### config.mk
export PLATFORM = sky130hd
export DESIGN_NAME = special_output_port
export DESIGN_NICKNAME = d
export VERILOG_FILES = /design/src/shared/special_output_pkg.sv /design/src/logic/tone_divider.sv /design/src/logic/special_output_port.sv
export SDC_FILE = /design/constraint.sdc
export NUM_CORES = 1
export LEC_CHECK = 0
export BUFFER_PORTS_ARGS = -buffer_cell sky130_fd_sc_hd__buf_2
export CAP_MARGIN = 25
export CORE_AREA = 2 2 39 41
export DETAILED_ROUTE_END_ITERATION = 8
export DIE_AREA = 0 0 41 43
export SLEW_MARGIN = 10
export SYNTH_ARGS = -nofsm -noshare
export SYNTH_HDL_FRONTEND = slang
export SYNTH_HIERARCHICAL = 1
export SYNTH_SLANG_ARGS = --single-unit
### constraint.sdc
create_clock -name i_core_clk -period 1.04 [get_ports i_core_clk]
set_input_delay 0.104 -clock i_core_clk [delete_from_list [all_inputs] [get_ports i_core_clk]]
set_output_delay 0.104 -clock i_core_clk [all_outputs]
set_load 0.05 [all_outputs]
### src/shared/special_output_pkg.sv
// Shared constants and types for the special output port.
// Assumes a 4-bit CPU I/O-memory access port and a 40 MHz core clock.
package special_output_pkg;

   // Register addresses in I/O memory
   localparam logic [7:0] OUTPUT_PORT_CONTROL_ADDR   = 8'hF3;
   localparam logic [7:0] TONE_FREQUENCY_SELECT_ADDR = 8'hFD;

   // Field positions
   localparam int OUT_PIN_ZERO_BIT     = 0;
   localparam int OUT_PIN_ONE_BIT      = 1;
   localparam int DIVCLK_SELECT_LO_BIT = 0;
   localparam int DIVCLK_SELECT_HI_BIT = 1;
   localparam int TONE_PITCH_BIT       = 3;

   // Values after reset
   localparam logic [1:0] OUT_PORT_RESET   = 2'h0;
   localparam logic       TONE_PITCH_RESET = 1'h0;
   localparam logic [1:0] DIVCLK_SEL_RESET = 2'h0;
   localparam logic [3:0] READ_DATA_RESET  = 4'h0;
   localparam logic       PIN_RESET        = 1'h0;

   // Timing: core clock and the oscillator it stands in for
   localparam longint CORE_CLK_HZ = 40000000;
   localparam longint FOSC_HZ     = 32768;
   localparam int     NCO_WIDTH   = 32;
   // Phase step giving two overflows per oscillator period
   localparam logic [NCO_WIDTH-1:0] NCO_STEP =
      NCO_WIDTH'((2 * FOSC_HZ * (64'h1 << NCO_WIDTH)) / CORE_CLK_HZ);

   // Binary divider: tap m carries fosc/2^m
   localparam int DIV_WIDTH    = 8;
   localparam int TONE_TAP_4K  = 3;
   localparam int TONE_TAP_2K  = 4;
   localparam int SET_TAP_BASE = 8;
   localparam int SET_MIN      = 1;
   localparam int SET_MAX      = 5;

   // Special function of the first pin
   typedef enum logic [2:0] {
      PIN0_PLAIN     = 3'h1,
      PIN0_DIVCLK    = 3'h2,
      PIN0_TONE_INV  = 3'h4
   } pin0_mode_t;

   // CPU side access to I/O memory
   typedef struct packed {
      logic [7:0] addr;
      logic       wr;
      logic       rd;
      logic [3:0] wdata;
   } io_req_t;

   // Stored register fields and registered outputs
   typedef struct packed {
      logic [1:0] out_port;
      logic       tone_pitch_select;
      logic [1:0] divclk_select;
      logic [3:0] rdata;
      logic       out_pin_zero;
      logic       out_pin_one;
   } port_state_t;

   // Divider state
   typedef struct packed {
      logic [NCO_WIDTH-1:0] phase;
      logic [DIV_WIDTH-1:0] count;
   } div_state_t;

endpackage

### src/logic/tone_divider.sv
// Free-running binary divider of the oscillator frequency.
// Assumes one core clock; the oscillator is synthesised by a phase accumulator.
`timescale 1ns/1ps
`default_nettype none

module tone_divider
(
   input  wire logic                                     i_core_clk, // Core clock
   input  wire logic                                     i_rst_n,    // Sync reset, low
   output logic [special_output_pkg::DIV_WIDTH-1:0]      o_taps      // Tap m = fosc/2^m
);

   special_output_pkg::div_state_t s_q;
   special_output_pkg::div_state_t s_d;
   logic [special_output_pkg::NCO_WIDTH:0] sum;

   always_comb
   begin
      s_d = s_q;
      sum = {1'b0, s_q.phase} + {1'b0, special_output_pkg::NCO_STEP};
      s_d.phase = sum[special_output_pkg::NCO_WIDTH-1:0];
      // Each overflow is half an oscillator period, so bit 0 toggles at fosc
      if (sum[special_output_pkg::NCO_WIDTH])
      begin
         s_d.count = s_q.count + 1'b1;
      end
   end

   always_ff @(posedge i_core_clk)
   begin
      if (!i_rst_n)
      begin
         s_q <= '0;
      end
      else
      begin
         s_q <= s_d;
      end
   end

   assign o_taps = s_q.count;

endmodule

`default_nettype wire

### src/logic/special_output_port.sv
// Two-bit output port with buzzer and divided-clock special functions.
// Assumes the CPU drives a one-cycle write or read strobe with address and data.
`timescale 1ns/1ps
`default_nettype none

module special_output_port
#(
   // Build choices are fixed at elaboration; no software bit can alter them
   parameter logic                           PIN1_SPECIAL = 1'b0,
   parameter special_output_pkg::pin0_mode_t PIN0_MODE    = special_output_pkg::PIN0_PLAIN,
   parameter int                             DIV_SET      = 1
)
(
   input  wire logic       i_core_clk,    // Core clock, 40 MHz
   input  wire logic       i_rst_n,       // Sync reset, active low
   input  wire logic [7:0] i_addr,        // I/O memory address
   input  wire logic       i_wr,          // Write strobe
   input  wire logic       i_rd,          // Read strobe
   input  wire logic [3:0] i_wdata,       // Write data
   output logic      [3:0] o_rdata,       // Read data, one cycle after strobe
   output logic            o_out_pin_zero, // First output pin
   output logic            o_out_pin_one   // Second output pin
);

   special_output_pkg::port_state_t s_q;
   special_output_pkg::port_state_t s_d;
   special_output_pkg::io_req_t     req;
   logic [special_output_pkg::DIV_WIDTH-1:0] taps;
   logic                            tone;
   logic                            divclk;

   // Divisor tap for a frequency choice under the selected set
   function automatic int divclk_tap(input logic [1:0] sel);
      divclk_tap = special_output_pkg::SET_TAP_BASE - DIV_SET - int'(sel);
   endfunction

   // Read image of a register, unused bits as zero
   function automatic logic [3:0] read_image(input logic [7:0] a,
                                             input special_output_pkg::port_state_t st);
      read_image = 4'h0;
      if (a == special_output_pkg::OUTPUT_PORT_CONTROL_ADDR)
      begin
         read_image[special_output_pkg::OUT_PIN_ONE_BIT:0] = st.out_port;
      end
      else if (a == special_output_pkg::TONE_FREQUENCY_SELECT_ADDR)
      begin
         read_image[special_output_pkg::TONE_PITCH_BIT] = st.tone_pitch_select;
         read_image[special_output_pkg::DIVCLK_SELECT_HI_BIT:0] = st.divclk_select;
      end
   endfunction

   // Write strobe aimed at one register
   function automatic logic wr_hit(input special_output_pkg::io_req_t r,
                                   input logic [7:0]                  a);
      wr_hit = r.wr && (r.addr == a);
   endfunction

   tone_divider u_div
   (
      .i_core_clk (i_core_clk),
      .i_rst_n    (i_rst_n),
      .o_taps     (taps)
   );

   assign req = '{addr: i_addr, wr: i_wr, rd: i_rd, wdata: i_wdata};

   always_comb
   begin
      s_d = s_q;
      // Pitch bit picks the slower tone when set
      tone = s_q.tone_pitch_select ? taps[special_output_pkg::TONE_TAP_2K]
                                   : taps[special_output_pkg::TONE_TAP_4K];
      divclk = taps[divclk_tap(s_q.divclk_select)];
      if (wr_hit(req, special_output_pkg::OUTPUT_PORT_CONTROL_ADDR))
      begin
         s_d.out_port = req.wdata[special_output_pkg::OUT_PIN_ONE_BIT:0];
      end
      if (wr_hit(req, special_output_pkg::TONE_FREQUENCY_SELECT_ADDR))
      begin
         s_d.tone_pitch_select = req.wdata[special_output_pkg::TONE_PITCH_BIT];
         s_d.divclk_select = req.wdata[special_output_pkg::DIVCLK_SELECT_HI_BIT:0];
      end
      s_d.rdata = req.rd ? read_image(req.addr, s_q) : 4'h0;
      // Second pin: register level or gated buzzer, low while off
      if (PIN1_SPECIAL)
      begin
         s_d.out_pin_one = s_q.out_port[special_output_pkg::OUT_PIN_ONE_BIT] & tone;
      end
      else
      begin
         s_d.out_pin_one = s_q.out_port[special_output_pkg::OUT_PIN_ONE_BIT];
      end
      // First pin by its build-time function
      case (PIN0_MODE)
         special_output_pkg::PIN0_DIVCLK:
            s_d.out_pin_zero = s_q.out_port[special_output_pkg::OUT_PIN_ZERO_BIT]
                               & divclk;
         special_output_pkg::PIN0_TONE_INV:
            s_d.out_pin_zero = s_q.out_port[special_output_pkg::OUT_PIN_ONE_BIT]
                               & ~tone;
         special_output_pkg::PIN0_PLAIN:
            s_d.out_pin_zero = s_q.out_port[special_output_pkg::OUT_PIN_ZERO_BIT];
         default:
            s_d.out_pin_zero = special_output_pkg::PIN_RESET;
      endcase
   end

   always_ff @(posedge i_core_clk)
   begin
      if (!i_rst_n)
      begin
         s_q.out_port          <= special_output_pkg::OUT_PORT_RESET;
         s_q.tone_pitch_select <= special_output_pkg::TONE_PITCH_RESET;
         s_q.divclk_select     <= special_output_pkg::DIVCLK_SEL_RESET;
         s_q.rdata             <= special_output_pkg::READ_DATA_RESET;
         s_q.out_pin_zero      <= special_output_pkg::PIN_RESET;
         s_q.out_pin_one       <= special_output_pkg::PIN_RESET;
      end
      else
      begin
         s_q <= s_d;
      end
   end

   assign o_rdata        = s_q.rdata;
   assign o_out_pin_zero = s_q.out_pin_zero;
   assign o_out_pin_one  = s_q.out_pin_one;

endmodule

`default_nettype wire

======== Word-level counts from Yosys, hierarchy flattened ========
Index checks and enable logic that the tools add are counted.
operators by class
  add/subtract/negate cells ............... 0
  $mul .................................... 0
  divide/modulo/power cells ............... 0
  order comparisons ....................... 0
  eq/ne operators ......................... 2
  shift-type cells ........................ 0
  mux-type cells .......................... 2
  bitwise gates (word level) .............. 3
  reductions and logical operators ........ 4
operator list
  kind                                  count
  8-bit == test, second input constant  2
  2-bit 2-to-1 mux                      2
  4-bit OR reduction                    1
  1-bit NOT                             3
  1-bit logical AND                     2
  2-bit AND reduction                   1
storage, ports and cells
  flip-flop bits (word level) ............. 11
  latch bits .............................. 0
  bits in writable memories ............... 0
  bits in read-only memories .............. 0
  memories ................................ 0

======== Depth between registers and ports, before layout ========
  depth after elaboration ................. 3
  gate-level depth with buffers ........... 3
  gate-level depth less buffers ........... 3

======== Worst setup path before layout ========
Ideal clock, no wire load.
  path type ............................... input-to-reg
  start point ............................. input i_addr[1]
  end point ............................... register s_q[6] in the netlist's numbering
  library setup time ...................... 0.119 ns
  arrival ................................. 0.633 ns
  path slack .............................. 0.288 ns
  cell stages on the path ................. 3
  path buffers ............................ 0
  cell sequence ........................... and4b_2 > nand3_4 > mux2i_1
on the way
  word-level cells in the longest chain between the ends .. 2
ends and longest elaborated chain
  what                RTL line                   text
  start: declaration  special_output_port.sv:16  input wire logic [7:0] i_addr,
  8-bit == test       special_output_port.sv:55  wr_hit = r.wr && (r.addr == a);
  1-bit logical AND   special_output_port.sv:55
  end: declaration    special_output_port.sv:25  special_output_pkg::port_state_t s_q;
Every way passes these cells.
A chain may end at the register's enable or synchronous reset.

======== Worst setup path after layout ========
  start point ............................. register s_q (netlist bit o_out_pin_zero)
  end point ............................... output o_out_pin_zero
RTL lines
  what              RTL line                   text
  end: declaration  special_output_port.sv:21  output logic o_out_pin_zero,
No word-level cell between the ends.

==> impl_metrics.tcl <==
set metrics [dict create \
    timing.critical_path.slowest_stage_cell "dfxtp_1" \
    report.power.total_mw 0.7857 \
    first_pass_grt_wire_length_um 1138 \
    totalNegativeSetupSlack_ps 0 \
    syn2layout_area_growth_pct 27.98 \
    timing.hold.worst.class "in -> reg" \
    antenna-diode-count 0 \
    floorplan.rows 14 \
    timing.critical_path.slowest_cell_delay_ps 300 \
    cts_max_path_buffers 2 \
    cts_inserted_buffers 3 \
    synth_warnings 6 \
    post_cts_resize_count 0 \
    clk_transition_reported_paths_ps 70 \
    fp.coreArea_mm2 0.001384 \
    remaining_drc_errors 0 \
    root_buffer "clkbuf_4" \
    outcome "finished, final reports clean" \
    cp_num_cells 1 \
    yosysSeqAreaShare_pct 47.62 \
    drt.antenna.violating_nets 0 \
    clock_latency_late_sink_ps 260 \
    finalWirelength_um 745 \
    numClockSinks 10 \
    postCtsSetupBuffers 0 \
    globalplace.congestion 0.7151 \
    r2r.worst_path.cells 2 \
    drt-vias-per-instance 4.143 \
    final_layout_size_suffix_gt1_share_pct 44.26 \
    setup_crit_end_kind "output port" \
    grt_usage_pct 9.960 \
    finalCriticalPeriod_ps 917.2 \
    worst_slack_setup_final_ps 122.8 \
    clock_tree_from_tritoncts "built" \
    dp_slack_ps 125.4 \
    critPathMaxFanout 1 \
    yosys_register_bits 10 \
    num-nets-final 78 \
    routedWlPerCell_um 9.675 \
    io_buffer_count 19 \
    timing_hold_violations_final 0 \
    floorplan.die_area_mm2 0.001763 \
    synth_cell_types 15 \
    cts-hold-fix-buffers 0 \
    path_buf_inv 1 \
    timing.rr.end "o_rdata[0]" \
    globalRoute.totalOverflow 0 \
    drv_cap 0 \
    grt_max_degree 10 \
    top_routing_layer_used "met3" \
    path_cells "buf_2" \
    worstPathRequired_ps 940 \
    initial_antenna_violation_count 0 \
    layout.cells.most_common "buf_2" \
    worstReg2RegStart "s_d[1]" \
    final_cell_mix "19 x buf_2, 10 x dfxtp_1, 9 x nand2_1" \
    worstSetupPathType "reg -> out" \
    postPlaceCellArea_um2 501.7 \
    static-leakage-power_nw 0.2828 \
    design_area_um2 538.0 \
    vias 319 \
    final_worst_path_period_share_pct 88.19 \
    synthesis.area_um2 420.4 \
    finalSetupViolations 0 \
    critPathLaunch "o_out_pin_zero" \
    finClkSkew_ps 0.7324 \
    p_per_area_mw_per_mm2 1460 \
    arrival_ps 810 \
    cp-start-kind "flop" \
    number_of_global_route_vias_before_repair 294 \
    start_util_pct 30.38 \
    synth_area_per_cell_um2 9.777 \
    dp_hpwl_um 564.7 \
    vdd_drop_max_v 0.0005099 \
    capture_point_of_the_critical_path "o_out_pin_zero" \
    drt_pre_antenna_iters 4 \
    routed_length_on_met1_um 327 \
    mappedNetlistNets 59 \
    fp.dieW_um 41 \
    max_clock_freq_mhz 1090 \
    met2RoutedLength_um 378 \
    fin_util_pct 38.88 \
    met3_length_um 39 \
    cpLargestDelayFamily "flip-flops" \
    rrSetupSlack_ps 370 \
    initialDrtViolationCount 8 \
    postSynthCellCount 43 \
    die_height_um 43 \
    report.final.slew_viol_count 0 \
    num_io_pins 22 \
    rsz0062_at_grt "no" \
    htreeDepth 1 \
]
-- layer usage --
metal / GRT usage [%] / vias to the layer above
li1: - / 175
met1: 12.62 / 134
met2: 13.13 / 10
met3: 1.571 / 0
met4: 10.00 / 0
met5: 0 / -
-- Yosys cell counts, drive strengths merged --
master   n  area [um^2]
and4b    1        11.26
mux2i    5        50.05
nand3    3        32.53
buf      4        30.03
nand2    9        33.78
clkbuf   1        3.750
nor2     3        11.26
inv      2        7.510
and4     1        8.760
dfxtp   10        200.2
and4bb   1        12.51
a22oi    2        15.01
conb     1        3.750
-- power breakdown --
part	switching [mW]	internal, mW
combinational	0.0287	0.0244
clock	0.137	0.212
sequential	0.000131	0.383
total	0.166	0.620
-- how the worst min path moves through the flow --
| stage | start | endpoint | slack (ps) | cells past startpoint |
|---|---|---|---|---|
| after floorplan | i_wdata[3] | s_q[8] | 240 | 2 |
| after global placement | i_wdata[3] | s_q[8] | 350 | 3 |
| after detailed placement | i_wdata[3] | s_q[8] | 360 | 3 |
| after CTS | i_wdata[3] | s_q[8] | 70 | 3 |
| after global routing | i_wdata[3] | s_q[8] | 70 | 3 |
| final | i_wdata[3] | s_q[8] | 80 | 3 |
-- kinds of logic (layout without fill, tap and decap cells) --
kind of cell | Yosys count | after routing | synth area share, %
AND/OR/NAND/NOR | 18 | 18 | 26.19
AO/OA/AOI/OAI | 2 | 2 | 3.570
multiplexers | 5 | 5 | 11.91
buffers and inverters | 7 | 25 | 9.822
flip-flops | 10 | 10 | 47.62
other | 1 | 1 | 0.8920
-- per-stage QoR --
stage               std cells  hold slack [ps]
global route               77            68.96
floorplan                  43            242.8
CTS                        77            70.63
detailed placement         73            355.9
finish                     77            78.80
global placement           73            352.9
-- area by class of cell --
| cell class | instances | area (um^2) |
|---|---|---|
| Fill cell | 147 | 845.8 |
| Timing Repair Buffer | 19 | 95.09 |
| Tap cell | 16 | 20.02 |
| Clock buffer | 4 | 36.28 |
| Sequential cell | 10 | 200.2 |
| Multi-Input combinational cell | 26 | 178.9 |
| Inverter | 2 | 7.507 |
-- tightest hold or removal path, stage by stage --
cell and delay (ps):
buf_2 90, nand2_1 40, mux2i_1 50
-- sequential cells by signal, summed over array words and instances, names as in the netlist --
name / cells
o_out_pin_one: 1
o_rdata: 3
s_d: 2
s_q: 3
o_out_pin_zero: 1
No activity file was read; power rests on OpenSTA's default activity.
